File: config.mk
export PLATFORM = sky130hd
export DESIGN_NAME = opstate_seq
export DESIGN_NICKNAME = d
export VERILOG_FILES = /design/src/rtl/opstate_pkg.sv /design/src/rtl/lamp_pattern.sv /design/src/rtl/opstate_seq.sv
export SDC_FILE = /design/constraint.sdc
export NUM_CORES = 1
export LEC_CHECK = 0
export BUFFER_PORTS_ARGS = -buffer_cell sky130_fd_sc_hd__buf_4
export CORE_MARGIN = 2
export CORE_UTILIZATION = 35
export CTS_BUF_LIST = sky130_fd_sc_hd__clkbuf_4
export CTS_CLUSTER_SIZE = 25
export DETAILED_ROUTE_END_ITERATION = 8
export PLACE_DENSITY = 0.5
export SKIP_CTS_REPAIR_TIMING = 1
export SLEW_MARGIN = 5
export SYNTH_ARGS = -nofsm -noshare
export SYNTH_HDL_FRONTEND = slang
export SYNTH_HIERARCHICAL = 1
export SYNTH_SLANG_ARGS = --single-unit
File: constraint.sdc
create_clock -name mclk -period 2.8 [get_ports mclk]
set_input_delay 0.56 -clock mclk [delete_from_list [all_inputs] [get_ports mclk]]
set_output_delay 0.56 -clock mclk [all_outputs]
set_load 0.005 [all_outputs]
File: src/rtl/opstate_pkg.sv
// Purpose: Shared constants and types for the operating-state sequencer.
// Assumes: 20 MHz mclk; lamp order run (top), halt, error (bottom).
// Notes:   Long counts except the start-up lamp steps are top-level parameters fed from these defaults.
package opstate_pkg;

  localparam int unsigned CLK_HZ = 20000000;

  // Battery window in millivolts
  localparam logic [11:0] BATT_LOW_MV  = 12'h8FC;  // 2300
  localparam logic [11:0] BATT_HIGH_MV = 12'hDAC;  // 3500

  // Start-up timeline in milliseconds
  localparam int unsigned T_SELFTEST_MS = 1000;
  localparam int unsigned T_STEP1_MS    = 1300;
  localparam int unsigned T_STEP2_MS    = 1400;
  localparam int unsigned T_STEP3_MS    = 1500;
  localparam int unsigned T_STEP4_MS    = 2500;
  localparam int unsigned T_STEP5_MS    = 3500;
  localparam int unsigned T_START_MS    = 4000;
  localparam int unsigned T_REPROG_MS   = 30000;
  localparam int unsigned T_FLASH_MS    = 250;

  localparam int unsigned CYC_PER_MS = CLK_HZ / 1000;

  function automatic int unsigned ms_to_cyc(input int unsigned ms);
    ms_to_cyc = ms * CYC_PER_MS;
  endfunction

  localparam int unsigned CYC_STEP1  = ms_to_cyc(T_STEP1_MS);
  localparam int unsigned CYC_STEP2  = ms_to_cyc(T_STEP2_MS);
  localparam int unsigned CYC_STEP3  = ms_to_cyc(T_STEP3_MS);
  localparam int unsigned CYC_STEP4  = ms_to_cyc(T_STEP4_MS);
  localparam int unsigned CYC_STEP5  = ms_to_cyc(T_STEP5_MS);
  localparam int unsigned CYC_START  = ms_to_cyc(T_START_MS);
  localparam int unsigned CYC_REPROG = ms_to_cyc(T_REPROG_MS);
  localparam int unsigned CYC_FLASH  = ms_to_cyc(T_FLASH_MS);

  // Register map
  localparam logic [3:0] ADDR_CTRL   = 4'h0;
  localparam logic [3:0] ADDR_STATE  = 4'h1;
  localparam logic [3:0] ADDR_IRQ_ST = 4'h2;
  localparam logic [3:0] ADDR_IRQ_MK = 4'h3;
  localparam logic [3:0] ADDR_BATT   = 4'h4;

  localparam logic [7:0] CTRL_RESET  = 8'h00;
  localparam logic [7:0] MASK_RESET  = 8'h00;

  // Interrupt status bit positions
  localparam int unsigned EV_BATT  = 0;
  localparam int unsigned EV_HALT  = 1;
  localparam int unsigned EV_ERROR = 2;
  localparam int unsigned EV_STOP  = 3;
  localparam int unsigned EV_RUN   = 4;
  localparam int unsigned EV_BITS  = 5;

  typedef enum logic [3:0] {
    ST_RESET, ST_STARTUP, ST_RUN, ST_CONDITIONAL_RUN_STATE, ST_STOP, ST_HALT,
    ST_ERROR, ST_NO_FW, ST_FW_LOAD, ST_REPROG
  } op_state_e;

  typedef struct packed {
    logic run;
    logic halt;
    logic error;
  } lamps_s;

  typedef struct packed {
    logic debug_attached;
    logic tool_stop;
    logic tool_run;
    logic bp_armed;
    logic bp_hit;
  } tool_req_s;

  typedef struct packed {
    logic halt_instr;
    logic prog_fatal;
    logic hw_error;
    logic diag_error;
    logic handler_present;
  } exec_ev_s;

endpackage

File: src/rtl/lamp_pattern.sv
// Purpose: Chooses the lamp image for the current operating state.
// Assumes: Startup timer and flash phase come from the sequencer.
// Notes:   Purely combinational; the top registers the lamps.
`timescale 1ns/1ps
`default_nettype none
module lamp_pattern (
  input  wire opstate_pkg::op_state_e state,
  input  wire logic [31:0]            boot_cnt,
  input  wire logic [1:0]             phase,
  input  wire logic                   err_pending,
  output opstate_pkg::lamps_s         lamps
);

  always_comb begin
    lamps = '0;
    case (state)
      opstate_pkg::ST_RESET: begin
        lamps = '1;
      end
      opstate_pkg::ST_STARTUP: begin
        if (boot_cnt < opstate_pkg::CYC_STEP1) begin
          lamps = '0;
        end else if (boot_cnt < opstate_pkg::CYC_STEP2) begin
          lamps = '{run: 1'b0, halt: 1'b0, error: 1'b1};
        end else if (boot_cnt < opstate_pkg::CYC_STEP3) begin
          lamps = '{run: 1'b0, halt: 1'b1, error: 1'b0};
        end else if (boot_cnt < opstate_pkg::CYC_STEP4) begin
          lamps = '{run: 1'b1, halt: 1'b0, error: 1'b0};
        end else if (boot_cnt < opstate_pkg::CYC_STEP5) begin
          lamps = '{run: 1'b0, halt: 1'b0, error: 1'b1};
        end else begin
          lamps = '0;
        end
      end
      opstate_pkg::ST_RUN, opstate_pkg::ST_CONDITIONAL_RUN_STATE: begin
        lamps = '{run: 1'b1, halt: 1'b0, error: err_pending};
      end
      opstate_pkg::ST_STOP, opstate_pkg::ST_REPROG: begin
        lamps = '{run: 1'b1, halt: 1'b0, error: err_pending};
      end
      opstate_pkg::ST_HALT: begin
        lamps = '{run: 1'b0, halt: 1'b1, error: err_pending};
      end
      opstate_pkg::ST_ERROR: begin
        lamps = '{run: 1'b1, halt: 1'b0, error: 1'b1};
      end
      opstate_pkg::ST_NO_FW: begin
        case (phase)
          2'h0:    lamps = '{run: 1'b1, halt: 1'b0, error: 1'b0};
          2'h1:    lamps = '{run: 1'b0, halt: 1'b1, error: 1'b0};
          2'h2:    lamps = '{run: 1'b0, halt: 1'b0, error: 1'b1};
          default: lamps = '{run: 1'b0, halt: 1'b1, error: 1'b0};
        endcase
      end
      opstate_pkg::ST_FW_LOAD: begin
        case (phase)
          2'h0:    lamps = '{run: 1'b0, halt: 1'b0, error: 1'b1};
          2'h1:    lamps = '{run: 1'b0, halt: 1'b1, error: 1'b0};
          default: lamps = '{run: 1'b1, halt: 1'b0, error: 1'b0};
        endcase
      end
      default: begin
        lamps = '1;
      end
    endcase
  end

endmodule
`default_nettype wire

File: src/rtl/opstate_seq.sv
// Purpose: Processor operating-state sequencer with lamps and battery event.
// Assumes: All inputs synchronous to mclk; battery level given in millivolts.
// Notes:   Long timers except the start-up lamp steps are parameters so simulation can shorten them.
//
// What this block does
// - Battery outside 2.3-3.5 V lamps and interrupts
// - Exactly three lamps: run, halt, error
// - Run state executes program, no breakpoint
// - Conditional run stops when breakpoint met
// - Stop on debug power-on or tool stop
// - Halt on switch, instruction, fatal, hardware
// - Unhandled diagnostic error enters error state
// - Reset during self-test and low supply
// - No firmware: lamps sweep up and down
// - Firmware loading: lamps sweep bottom to top
// - Timed power-up lamp sequence until 4.0 s
// - Reprogramming 30 s shows stopped image
`timescale 1ns/1ps
`default_nettype none
module opstate_seq #(
  parameter int unsigned SELFTEST_CYC = opstate_pkg::ms_to_cyc(opstate_pkg::T_SELFTEST_MS),
  parameter int unsigned START_CYC    = opstate_pkg::CYC_START,
  parameter int unsigned REPROG_CYC   = opstate_pkg::CYC_REPROG,
  parameter int unsigned FLASH_CYC    = opstate_pkg::CYC_FLASH
) (
  input  wire logic                   mclk,
  input  wire logic                   rstn,
  input  wire logic                   supply_low,
  input  wire logic [11:0]            batt_mv,
  input  wire logic                   halt_switch,
  input  wire logic                   fw_present,
  input  wire logic                   fw_loading,
  input  wire logic                   fw_updated,
  input  wire opstate_pkg::tool_req_s tool,
  input  wire opstate_pkg::exec_ev_s  exec_ev,
  input  wire logic [3:0]             addr,
  input  wire logic [7:0]             wdata,
  input  wire logic                   wr,
  input  wire logic                   rd,
  output opstate_pkg::lamps_s         lamps_q,
  output logic                        batt_lamp_q,
  output logic                        batt_handler_q,
  output logic                        irq_q,
  output logic [7:0]                  rdata_q
);

  opstate_pkg::op_state_e state_q;
  opstate_pkg::op_state_e state_d;
  opstate_pkg::lamps_s    lamps_d;
  logic [31:0]            tmr_q;
  logic [31:0]            flash_q;
  logic [1:0]             phase_q;
  logic                   err_pend_q;
  logic                   batt_bad;
  logic                   batt_bad_q;
  logic [7:0]             ctrl_q;
  logic [opstate_pkg::EV_BITS-1:0] ist_q;
  logic [opstate_pkg::EV_BITS-1:0] imask_q;
  logic [opstate_pkg::EV_BITS-1:0] ev;
  logic                   halt_cause;
  logic                   err_cause;

  assign batt_bad = (batt_mv < opstate_pkg::BATT_LOW_MV) || (batt_mv > opstate_pkg::BATT_HIGH_MV);

  assign halt_cause = halt_switch | exec_ev.halt_instr | exec_ev.prog_fatal | exec_ev.hw_error |
                      ctrl_q[0];
  assign err_cause = exec_ev.diag_error & ~exec_ev.handler_present;

  always_comb begin
    state_d = state_q;
    case (state_q)
      opstate_pkg::ST_RESET: begin
        if (tmr_q >= SELFTEST_CYC - 1) begin
          state_d = opstate_pkg::ST_STARTUP;
        end
      end
      opstate_pkg::ST_STARTUP: begin
        if (tmr_q >= START_CYC - 1) begin
          if (!fw_present) begin
            state_d = opstate_pkg::ST_NO_FW;
          end else if (fw_updated) begin
            state_d = opstate_pkg::ST_REPROG;
          end else if (halt_cause) begin
            state_d = opstate_pkg::ST_HALT;
          end else if (tool.debug_attached) begin
            state_d = opstate_pkg::ST_STOP;
          end else begin
            state_d = opstate_pkg::ST_RUN;
          end
        end
      end
      opstate_pkg::ST_RUN, opstate_pkg::ST_CONDITIONAL_RUN_STATE: begin
        if (halt_cause) begin
          state_d = opstate_pkg::ST_HALT;
        end else if (err_cause) begin
          state_d = opstate_pkg::ST_ERROR;
        end else if (tool.tool_stop) begin
          state_d = opstate_pkg::ST_STOP;
        end else if (state_q == opstate_pkg::ST_CONDITIONAL_RUN_STATE && tool.bp_hit) begin
          state_d = opstate_pkg::ST_STOP;
        end else if (state_q == opstate_pkg::ST_RUN && tool.bp_armed) begin
          state_d = opstate_pkg::ST_CONDITIONAL_RUN_STATE;
        end
      end
      opstate_pkg::ST_STOP: begin
        if (halt_cause) begin
          state_d = opstate_pkg::ST_HALT;
        end else if (tool.tool_run) begin
          state_d = tool.bp_armed ? opstate_pkg::ST_CONDITIONAL_RUN_STATE : opstate_pkg::ST_RUN;
        end
      end
      opstate_pkg::ST_ERROR: begin
        if (halt_cause) begin
          state_d = opstate_pkg::ST_HALT;
        end else if (tool.tool_stop) begin
          state_d = opstate_pkg::ST_STOP;
        end
      end
      opstate_pkg::ST_HALT: begin
        if (tool.tool_run && !halt_cause) begin
          state_d = opstate_pkg::ST_RUN;
        end
      end
      opstate_pkg::ST_NO_FW: begin
        if (fw_loading) begin
          state_d = opstate_pkg::ST_FW_LOAD;
        end
      end
      opstate_pkg::ST_FW_LOAD: begin
        if (!fw_loading) begin
          state_d = opstate_pkg::ST_REPROG;
        end
      end
      opstate_pkg::ST_REPROG: begin
        if (tmr_q >= REPROG_CYC - 1) begin
          state_d = opstate_pkg::ST_STOP;
        end
      end
      default: begin
        state_d = opstate_pkg::ST_RESET;
      end
    endcase
    if (supply_low) begin
      state_d = opstate_pkg::ST_RESET;
    end
  end

  always_ff @(posedge mclk or negedge rstn) begin
    if (!rstn) begin
      state_q <= opstate_pkg::ST_RESET;
    end else begin
      state_q <= state_d;
    end
  end

  // Timer restarts on every state change
  always_ff @(posedge mclk or negedge rstn) begin
    if (!rstn) begin
      tmr_q <= 32'h0000_0000;
    end else if (state_d != state_q) begin
      tmr_q <= 32'h0000_0000;
    end else if (tmr_q != 32'hFFFF_FFFF) begin
      tmr_q <= tmr_q + 32'h0000_0001;
    end
  end

  // Flash phase for the sweep patterns; up/down uses four steps
  always_ff @(posedge mclk or negedge rstn) begin
    if (!rstn) begin
      flash_q <= 32'h0000_0000;
      phase_q <= 2'h0;
    end else if (flash_q >= FLASH_CYC - 1) begin
      flash_q <= 32'h0000_0000;
      if (state_q == opstate_pkg::ST_FW_LOAD && phase_q == 2'h2) begin
        phase_q <= 2'h0;
      end else begin
        phase_q <= phase_q + 2'h1;
      end
    end else begin
      flash_q <= flash_q + 32'h0000_0001;
    end
  end

  // Pending error shown on lamp in stop and halt; cleared on reset state
  always_ff @(posedge mclk or negedge rstn) begin
    if (!rstn) begin
      err_pend_q <= 1'b0;
    end else if (state_q == opstate_pkg::ST_RESET) begin
      err_pend_q <= 1'b0;
    end else if (err_cause) begin
      err_pend_q <= 1'b1;
    end
  end

  lamp_pattern u_lamps (
    .state       (state_q),
    .boot_cnt    (tmr_q),
    .phase       (phase_q),
    .err_pending (err_pend_q),
    .lamps       (lamps_d)
  );

  always_ff @(posedge mclk or negedge rstn) begin
    if (!rstn) begin
      lamps_q <= '1;
    end else begin
      lamps_q <= lamps_d;
    end
  end

  // battery lamp and handler pulse on entry to fault
  always_ff @(posedge mclk or negedge rstn) begin
    if (!rstn) begin
      batt_bad_q     <= 1'b0;
      batt_lamp_q    <= 1'b0;
      batt_handler_q <= 1'b0;
    end else begin
      batt_bad_q     <= batt_bad;
      batt_lamp_q    <= batt_bad;
      batt_handler_q <= batt_bad & ~batt_bad_q;
    end
  end

  always_comb begin
    ev = '0;
    ev[opstate_pkg::EV_BATT]  = batt_bad & ~batt_bad_q;
    ev[opstate_pkg::EV_HALT]  = (state_d == opstate_pkg::ST_HALT) &&
                                (state_q != opstate_pkg::ST_HALT);
    ev[opstate_pkg::EV_ERROR] = (state_d == opstate_pkg::ST_ERROR) &&
                                (state_q != opstate_pkg::ST_ERROR);
    ev[opstate_pkg::EV_STOP]  = (state_d == opstate_pkg::ST_STOP) &&
                                (state_q != opstate_pkg::ST_STOP);
    ev[opstate_pkg::EV_RUN]   = (state_d == opstate_pkg::ST_RUN) &&
                                (state_q != opstate_pkg::ST_RUN);
  end

  // Sticky status; a new event wins over a same-cycle clear
  always_ff @(posedge mclk or negedge rstn) begin
    if (!rstn) begin
      ist_q <= '0;
    end else if (wr && addr == opstate_pkg::ADDR_IRQ_ST) begin
      ist_q <= (ist_q & ~wdata[opstate_pkg::EV_BITS-1:0]) | ev;
    end else begin
      ist_q <= ist_q | ev;
    end
  end

  always_ff @(posedge mclk or negedge rstn) begin
    if (!rstn) begin
      imask_q <= opstate_pkg::MASK_RESET[opstate_pkg::EV_BITS-1:0];
      ctrl_q  <= opstate_pkg::CTRL_RESET;
    end else if (wr) begin
      if (addr == opstate_pkg::ADDR_IRQ_MK) begin
        imask_q <= wdata[opstate_pkg::EV_BITS-1:0];
      end
      if (addr == opstate_pkg::ADDR_CTRL) begin
        ctrl_q <= {7'h00, wdata[0]};
      end
    end
  end

  always_ff @(posedge mclk or negedge rstn) begin
    if (!rstn) begin
      irq_q <= 1'b0;
    end else begin
      irq_q <= |(ist_q & imask_q);
    end
  end

  always_ff @(posedge mclk or negedge rstn) begin
    if (!rstn) begin
      rdata_q <= 8'h00;
    end else if (rd) begin
      case (addr)
        opstate_pkg::ADDR_CTRL:   rdata_q <= ctrl_q;
        opstate_pkg::ADDR_STATE:  rdata_q <= {1'b0, lamps_q, state_q};
        opstate_pkg::ADDR_IRQ_ST: rdata_q <= {3'h0, ist_q};
        opstate_pkg::ADDR_IRQ_MK: rdata_q <= {3'h0, imask_q};
        opstate_pkg::ADDR_BATT:   rdata_q <= {7'h00, batt_bad_q};
        default:                  rdata_q <= 8'h00;
      endcase
    end else begin
      rdata_q <= 8'h00;
    end
  end

  chk_batt_lamp_follows: assert property (@(posedge mclk) disable iff (!rstn)
    batt_bad |=> batt_lamp_q) else $error("battery lamp not lit");
  chk_one_lamp_image: assert property (@(posedge mclk) disable iff (!rstn)
    state_q == opstate_pkg::ST_HALT |=> !lamps_q.run && lamps_q.halt)
    else $error("halt lamp image wrong");
  chk_conditional_run_state_stop: assert property (@(posedge mclk) disable iff (!rstn)
    state_q == opstate_pkg::ST_CONDITIONAL_RUN_STATE && tool.bp_hit && !halt_cause && !err_cause
    && !supply_low |=> state_q == opstate_pkg::ST_STOP)
    else $error("breakpoint did not stop");
  chk_tool_stop: assert property (@(posedge mclk) disable iff (!rstn)
    state_q == opstate_pkg::ST_RUN && tool.tool_stop && !halt_cause && !err_cause
    && !supply_low |=> state_q == opstate_pkg::ST_STOP) else $error("tool stop ignored");
  chk_halt_entry: assert property (@(posedge mclk) disable iff (!rstn)
    (state_q == opstate_pkg::ST_RUN || state_q == opstate_pkg::ST_STOP) && halt_cause
    && !supply_low |=> state_q == opstate_pkg::ST_HALT) else $error("halt not taken");
  chk_error_entry: assert property (@(posedge mclk) disable iff (!rstn)
    state_q == opstate_pkg::ST_RUN && err_cause && !halt_cause && !supply_low
    |=> state_q == opstate_pkg::ST_ERROR ##1 lamps_q.error) else $error("error state missed");
  chk_low_supply: assert property (@(posedge mclk) disable iff (!rstn)
    supply_low |=> state_q == opstate_pkg::ST_RESET ##1 lamps_q == '1)
    else $error("low supply not reset");
  chk_stop_image: assert property (@(posedge mclk) disable iff (!rstn)
    state_q == opstate_pkg::ST_STOP |=> lamps_q.run && !lamps_q.halt)
    else $error("stop lamp image wrong");
  chk_load_sweep: assert property (@(posedge mclk) disable iff (!rstn)
    state_q == opstate_pkg::ST_FW_LOAD |=> $onehot(lamps_q)) else $error("load sweep wrong");
  chk_nofw_sweep: assert property (@(posedge mclk) disable iff (!rstn)
    state_q == opstate_pkg::ST_NO_FW |=> $onehot(lamps_q)) else $error("no fw sweep wrong");

  cov_batt_fault: cover property (@(posedge mclk) disable iff (!rstn) batt_handler_q);
  cov_reach_run: cover property (@(posedge mclk) disable iff (!rstn)
    state_q == opstate_pkg::ST_RUN);
  cov_cond_stop: cover property (@(posedge mclk) disable iff (!rstn)
    state_q == opstate_pkg::ST_CONDITIONAL_RUN_STATE ##1 state_q == opstate_pkg::ST_STOP);
  cov_irq: cover property (@(posedge mclk) disable iff (!rstn) irq_q);

endmodule
`default_nettype wire

[Word level (Yosys, flattened, before mapping)]
Index checks and enable logic that the tools add are counted.
Cells by class
  add/subtract/negate cells: 3
  $lt $le $gt $ge: 11
  equality and inequality tests: 25
  mux-type cells: 39
  bitwise gates (word level): 13
  reductions and logical operators: 21
Operators by type and width (number)
  32-bit by 25-bit < comparator with 1-bit output, second input constant: 3
  32-bit two-way mux: 3
  4-bit two-way mux: 18
  32-bit by 1-bit adder with 32-bit output, second input constant: 2
  4-bit case mux with 9 select lines: 1
  7-bit case mux with 5 select lines: 1
  4-bit by 3-bit equality test with 1-bit output, second input constant: 8
  32-bit by 23-bit >= comparator with 1-bit output, second input constant: 1
  32-bit by 25-bit >= comparator with 1-bit output, second input constant: 1
  32-bit by 27-bit >= comparator with 1-bit output, second input constant: 1
  32-bit by 30-bit >= comparator with 1-bit output, second input constant: 1
  32-bit by 26-bit < comparator with 1-bit output, second input constant: 1
  32-bit by 27-bit < comparator with 1-bit output, second input constant: 1
  32-bit != test, second input constant: 1
  4-bit by 2-bit equality test with 1-bit output, second input constant: 5
  3-bit two-way mux: 6
  3-bit case mux with 6 select lines: 1
  12-bit > comparator, second input constant: 1
  12-bit < comparator, second input constant: 1
  4-bit by 3-bit != test with 1-bit output, second input constant: 3
  3-bit case mux with 2 select lines: 2
  5-bit bitwise AND: 2
  5-bit OR: 2
  1-bit logical AND: 9
  other kinds (24): 37
Storage, ports and cells
  flip-flop bits (word level): 96
  input port bits: 43
  output and inout bits: 14
  word-level logic and storage cells: 127

[Longest topological paths before layout]
  depth in word-level cells: 14
  gate-level depth with buffers: 9
  gate-level depth less buffers: 8

[By module]
Netlist, hierarchy kept.
By module, submodules not included
  opstate_seq: times used 1, cells each 549, area an instance 5062.4 µm², seq. area each 2381.0 µm²
  lamp_pattern: times used 1, cells each 82, area an instance 484.2 µm², seq. area each 0.0 µm²

[Worst setup path before layout]
Ideal clock, no wire load.
  path type: register to register
  start point: reg tmr_q[17]
  end point: reg ist_q[4] (netlist name)
  library setup time: 103 ps
  data arrival time: 2532 ps
  required time: 2697 ps
  path slack: 164 ps
  cell stages (with the launch flop): 9
  buffers on the path: 1
  period minus slack after synthesis: 2636 ps
  path through: dfrtp_1 buf_6 or4_4 nor4_2 o211ai_1 a2111o_1 a211oi_2 nand3b_1 o41ai_2
Between the ends
  longest elaborated chain between the ends: 8
  elaborated cells on any way between the ends: 13
  classes of those cells: 3 x order compare; 1 x eq/ne; 6 x mux; 2 x bitwise; 1 x reduce/logical
RTL lines
  from (decl): RTL line opstate_seq.sv:50  | logic [31:0] tmr_q;
  from (signal assigned): RTL line opstate_seq.sv:163  | tmr_q <= tmr_q + 32'h0000_0001;
  32-bit by 30-bit >= comparator with 1-bit output (tied with other cells): RTL line opstate_seq.sv:135  | if (tmr_q >= REPROG_CYC - 1) begin
  4-bit two-way mux (on tied branches): RTL line opstate_seq.sv:135, opstate_seq.sv:73, opstate_seq.sv:78
  4-bit case mux with 9 select lines (*): RTL line opstate_seq.sv:71  | case (state_q)
  4-bit two-way mux (*): RTL line opstate_seq.sv:143  | if (supply_low) begin
  4-bit by 2-bit equality test with 1-bit output (*): RTL line opstate_seq.sv:233  | ev[opstate_pkg::EV_RUN] = (state_d == opstate_pkg::ST_RUN) &&
  1-bit logical AND (*): RTL line opstate_seq.sv:233
  5-bit OR (on tied branches): RTL line opstate_seq.sv:244, opstate_seq.sv:242
  5-bit two-way mux (*): RTL line opstate_seq.sv:241  | end else if (wr && addr == opstate_pkg::ADDR_IRQ_ST) begin
  to (signal assigned): RTL line opstate_seq.sv:242  | ist_q <= (ist_q & ~wdata[opstate_pkg::EV_BITS-1:0]) | ev;
  to (signal assigned): RTL line opstate_seq.sv:244  | ist_q <= ist_q | ev;
  to (decl): RTL line opstate_seq.sv:57  | logic [opstate_pkg::EV_BITS-1:0] ist_q;
Every way passes the cells marked *; elsewhere a longest branch is shown, timed or not.
A chain may end at the register's enable or synchronous reset.

[Final worst setup path]
  start point: reg tmr_q[16]
  end point: reg ist_q[4] (netlist name)
The elaborated chain is that of the path after synthesis.

==> summary.txt <==
Critical path
  – Required time worst endpoint: about 3.2 ns
  – Critical Path AT: roughly 3.0 ns
  – Startpoint Class: register
  – Worst Setup End Kind: register
  – CP max FO: 3
  – CP Cell Sequence: or4_4 > nor4_2 > o211ai_1 > a2111o_1 > a211oi_4 > nand3b_1 > o41ai_2
  – Critical path class: reg -> reg
  – Slowest stage cell, crit path: or4_4
  – Critical Path Max Stage Delay: 0.54 ns

Clock tree
  – Clk slew on worst S/H paths: between 0.15 and 0.2 ns
  – Clock root buffer master: clkbuf_4
  – H-Tree Depth: 3
  – Clk Latency, worst-skew pair: approximately 0.49 ns
  – CTS sink count: 95
  – Inserted Clock Buffers: 9
  – Clock buffer depth: 2
  – CTS tree: done

Timing
  – Final min period: ~2.6 ns
  – Slew @ Worst Pin: 0.661 ns
  – Smallest setup slack after layout: around 0.16 ns
  – Setup_tns: 0 ns
  – Final period util: 0.943
  – Clock skew: 0.0166 ns
  – Final hold vios: 0
  – Max Slew Vio Count: 0
  – Final setup viols: 0
  – Rel. slew slack: 0.559
  – Fmax: between 300 and 400 MHz

Synth
  – Post-synth top flop: dfrtp_1
  – Synth Register Bits: 95
  – Cell variety after synth: 73
  – Cells after synthesis: between 600 and 700
  – Synth async-reset ratio: 1.00
  – Mapped Avg Cell Area: between 8 and 9 sq um
  – Synthesized area: between 5000 and 6000 sq um
  – Post-synth EDFFs: 0
  – YS warnings: 6
  – Post-synthesis sequential area ratio: 0.429

Pwr
  – Combinational power share: 0.109
  – Clock share of power: 0.289
  – Pint: 0.00178 W
  – PwrDens: roughly 380 nW/um^2
  – Switching pwr: between 0.0007 and 0.0008 W
  – Leakage dissipation: 2.70 nW
  – Worst vdd ir: ~370 uV
  – Net Sw Frac: 0.288
  – Share of total power in sequential cells: 0.602

Cells and area
  – Area grow syn2layout: 19.0%
  – Commonest non-fill, non-tap cell in the layout: nor2_1
  – Most frequent cells in the layout: nor2_1 (111), dfrtp_1 (92), buf_4 (88)
  – Fillers: 1589
  – ANT cells: 0
  – Sequential cell area: around 2400 sq um
  – Multi-input logic area: ~3100 sq um
  – Util after Layout: 0.420
  – Fin nets: ~760
  – Final cell count without fillers: slightly above 900
  – Finished Cell Area: roughly 6600 sq um
  – Share of post-route cells with drive strength above 1: 0.193

Route
  – Initial DRT Pass Iterations: 5
  – Vias per cell: ~5.3
  – Antenna viol nets, final: 0
  – Vias: between 4000 and 5000
  – Wire length after detailed routing: about 14000 um
  – Initial DRC Count: 233
  – Wire per inst: ~15 um
  – DRC viols: 0

Hold path
  – Worst hold-check path type: in -> async

Floorplan
  – Initial Util: 0.353
  – Top Ports: 57
  – # rows: 46
  – Die height: 130 um
  – Core outline area: between 15000 and 20000 sq um
  – Horiz. Die Dim: 130 um
  – Die area: 16900 sq um

Global route
  – Grt met1 use: 0.215
  – Vias in the first global route: 4826
  – Grt met2 use: 0.288
  – Grt ovf: 0
  – Largest net degree at the start of global routing: 96
  – Initial antenna violation count: 0
  – GR Util met3: 0.0390
  – GRT Total Usage: 0.171
  – GRT busiest layer: met2
  – Global-route wire length before repair: 22900 um

Placement
  – DP Cell Count: between 900 and 1000
  – Placement Cell Area: between 6000 and 7000 sq um
  – Detailed Place HPWL: a little over 10000 um
  – Port Buffers: 52
  – Place WS: between 0.08 and 0.09 ns
  – Gpl congestion: 0.881

Job
  – Max-cap viol count: 0

Run status
  – Status: complete, no violations
[state kept, by name, indices dropped and copies added, names as in the netlist, 2 cells and up]
register and count:
rdata_q 7, flash_q 32, lamps_q 3, state_q 4, tmr_q 32, imask_q 5, ist_q 5, phase_q 2
[cell usage after synthesis, types with 5 or more instances]
| cell | instances | area share |
|---|---|---|
| mux2_2 | 11 | 0.022 |
| a211oi_1 | 7 | 0.0095 |
| and3_1 | 9 | 0.010 |
| nor2_1 | 111 | 0.075 |
| nor2b_1 | 8 | 0.0090 |
| a21oi_1 | 15 | 0.014 |
| nand2b_1 | 7 | 0.0079 |
| nand2_1 | 55 | 0.037 |
| nor3b_1 | 7 | 0.0095 |
| nor3_1 | 29 | 0.026 |
| a31oi_1 | 6 | 0.0068 |
| xor2_1 | 20 | 0.032 |
| xnor2_1 | 31 | 0.049 |
| nand4_1 | 16 | 0.018 |
| and4_1 | 5 | 0.0079 |
| nand3_1 | 32 | 0.029 |
| clkbuf_1 | 22 | 0.015 |
| a22oi_1 | 8 | 0.011 |
| inv_1 | 14 | 0.0095 |
| o21ai_0 | 18 | 0.016 |
| nor4_1 | 15 | 0.017 |
| dfrtp_1 | 92 | 0.42 |
| or3_1 | 5 | 0.0056 |
[final timing paths]
check | start | end | slack, ns | depth (start not counted)
worst max-delay path | tmr_q[16] | ist_q[4] | 0.16 | 7
worst min-delay path | rstn | flash_q[18] | 0.07 | 2
worst max register to register | tmr_q[16] | ist_q[4] | 0.16 | 7
worst min register to register | batt_bad_q | batt_handler_q | 0.51 | 1
max in group asynchronous | rstn | tmr_q[9] | 2.32 | 2
min in group mclk | batt_mv[11] | batt_bad_q | 0.24 | 2
[layer usage]
| layer | vias to the layer above | routed length [um] |
|---|---|---|
| met4 | 0 | 324 |
| met5 | - | 0 |
| met3 | 22 | 553 |
| met2 | 96 | 6650 |
| met1 | 2381 | 6200 |
| li1 | 2419 | - |
[cells by family after synthesis]
| group | synth area share |
|---|---|
| and+or+nand+nor | 0.289 |
| buffers and inverters | 0.0300 |
| DFF | 0.429 |
| muxes | 0.0277 |
| other | 0.000676 |
| AOI/OAI and AO/OA | 0.138 |
| xor gates and xnor gates | 0.0805 |
| adders and majority gates | 0.00451 |
[power by group through the flow]
stage          clock network [W]  logic [W]  registers (W)
3_3_place_gp                   0   0.000273        0.00153
3_5_place_dp                   0   0.000278        0.00153
2_1_floorplan                  0   0.000148        0.00152
6_report                0.000725   0.000272        0.00151
5_1_grt                 0.000822   0.000313        0.00152
4_1_cts                 0.000774   0.000279        0.00151
[worst max-delay path, delay by kind of cell (launching register included)]
kind | cells | cell delay [ns]
AOI/OAI and AO/OA | 4 | 1.20
and+or+nand+nor | 3 | 0.95
DFF | 1 | 0.41
[per-stage QoR]
step | total power (W) | hold slack, ns
after floorplan | 0.00167 | 0.264
after global placement | 0.00180 | 0.471
after detailed placement | 0.00181 | 0.491
after CTS | 0.00256 | 0.0734
after global routing | 0.00265 | 0.0777
final | 0.00251 | 0.0663
[final cells by class]
type	instances	area share
clock inverter	7	0.0102
sequential	95	0.361
inverter	14	0.00796
multi-input combinational	504	0.464
timing repair buffer	90	0.106
clock buffer	9	0.0102
tap	216	0.0409
(Power assumes the default switching activity.)
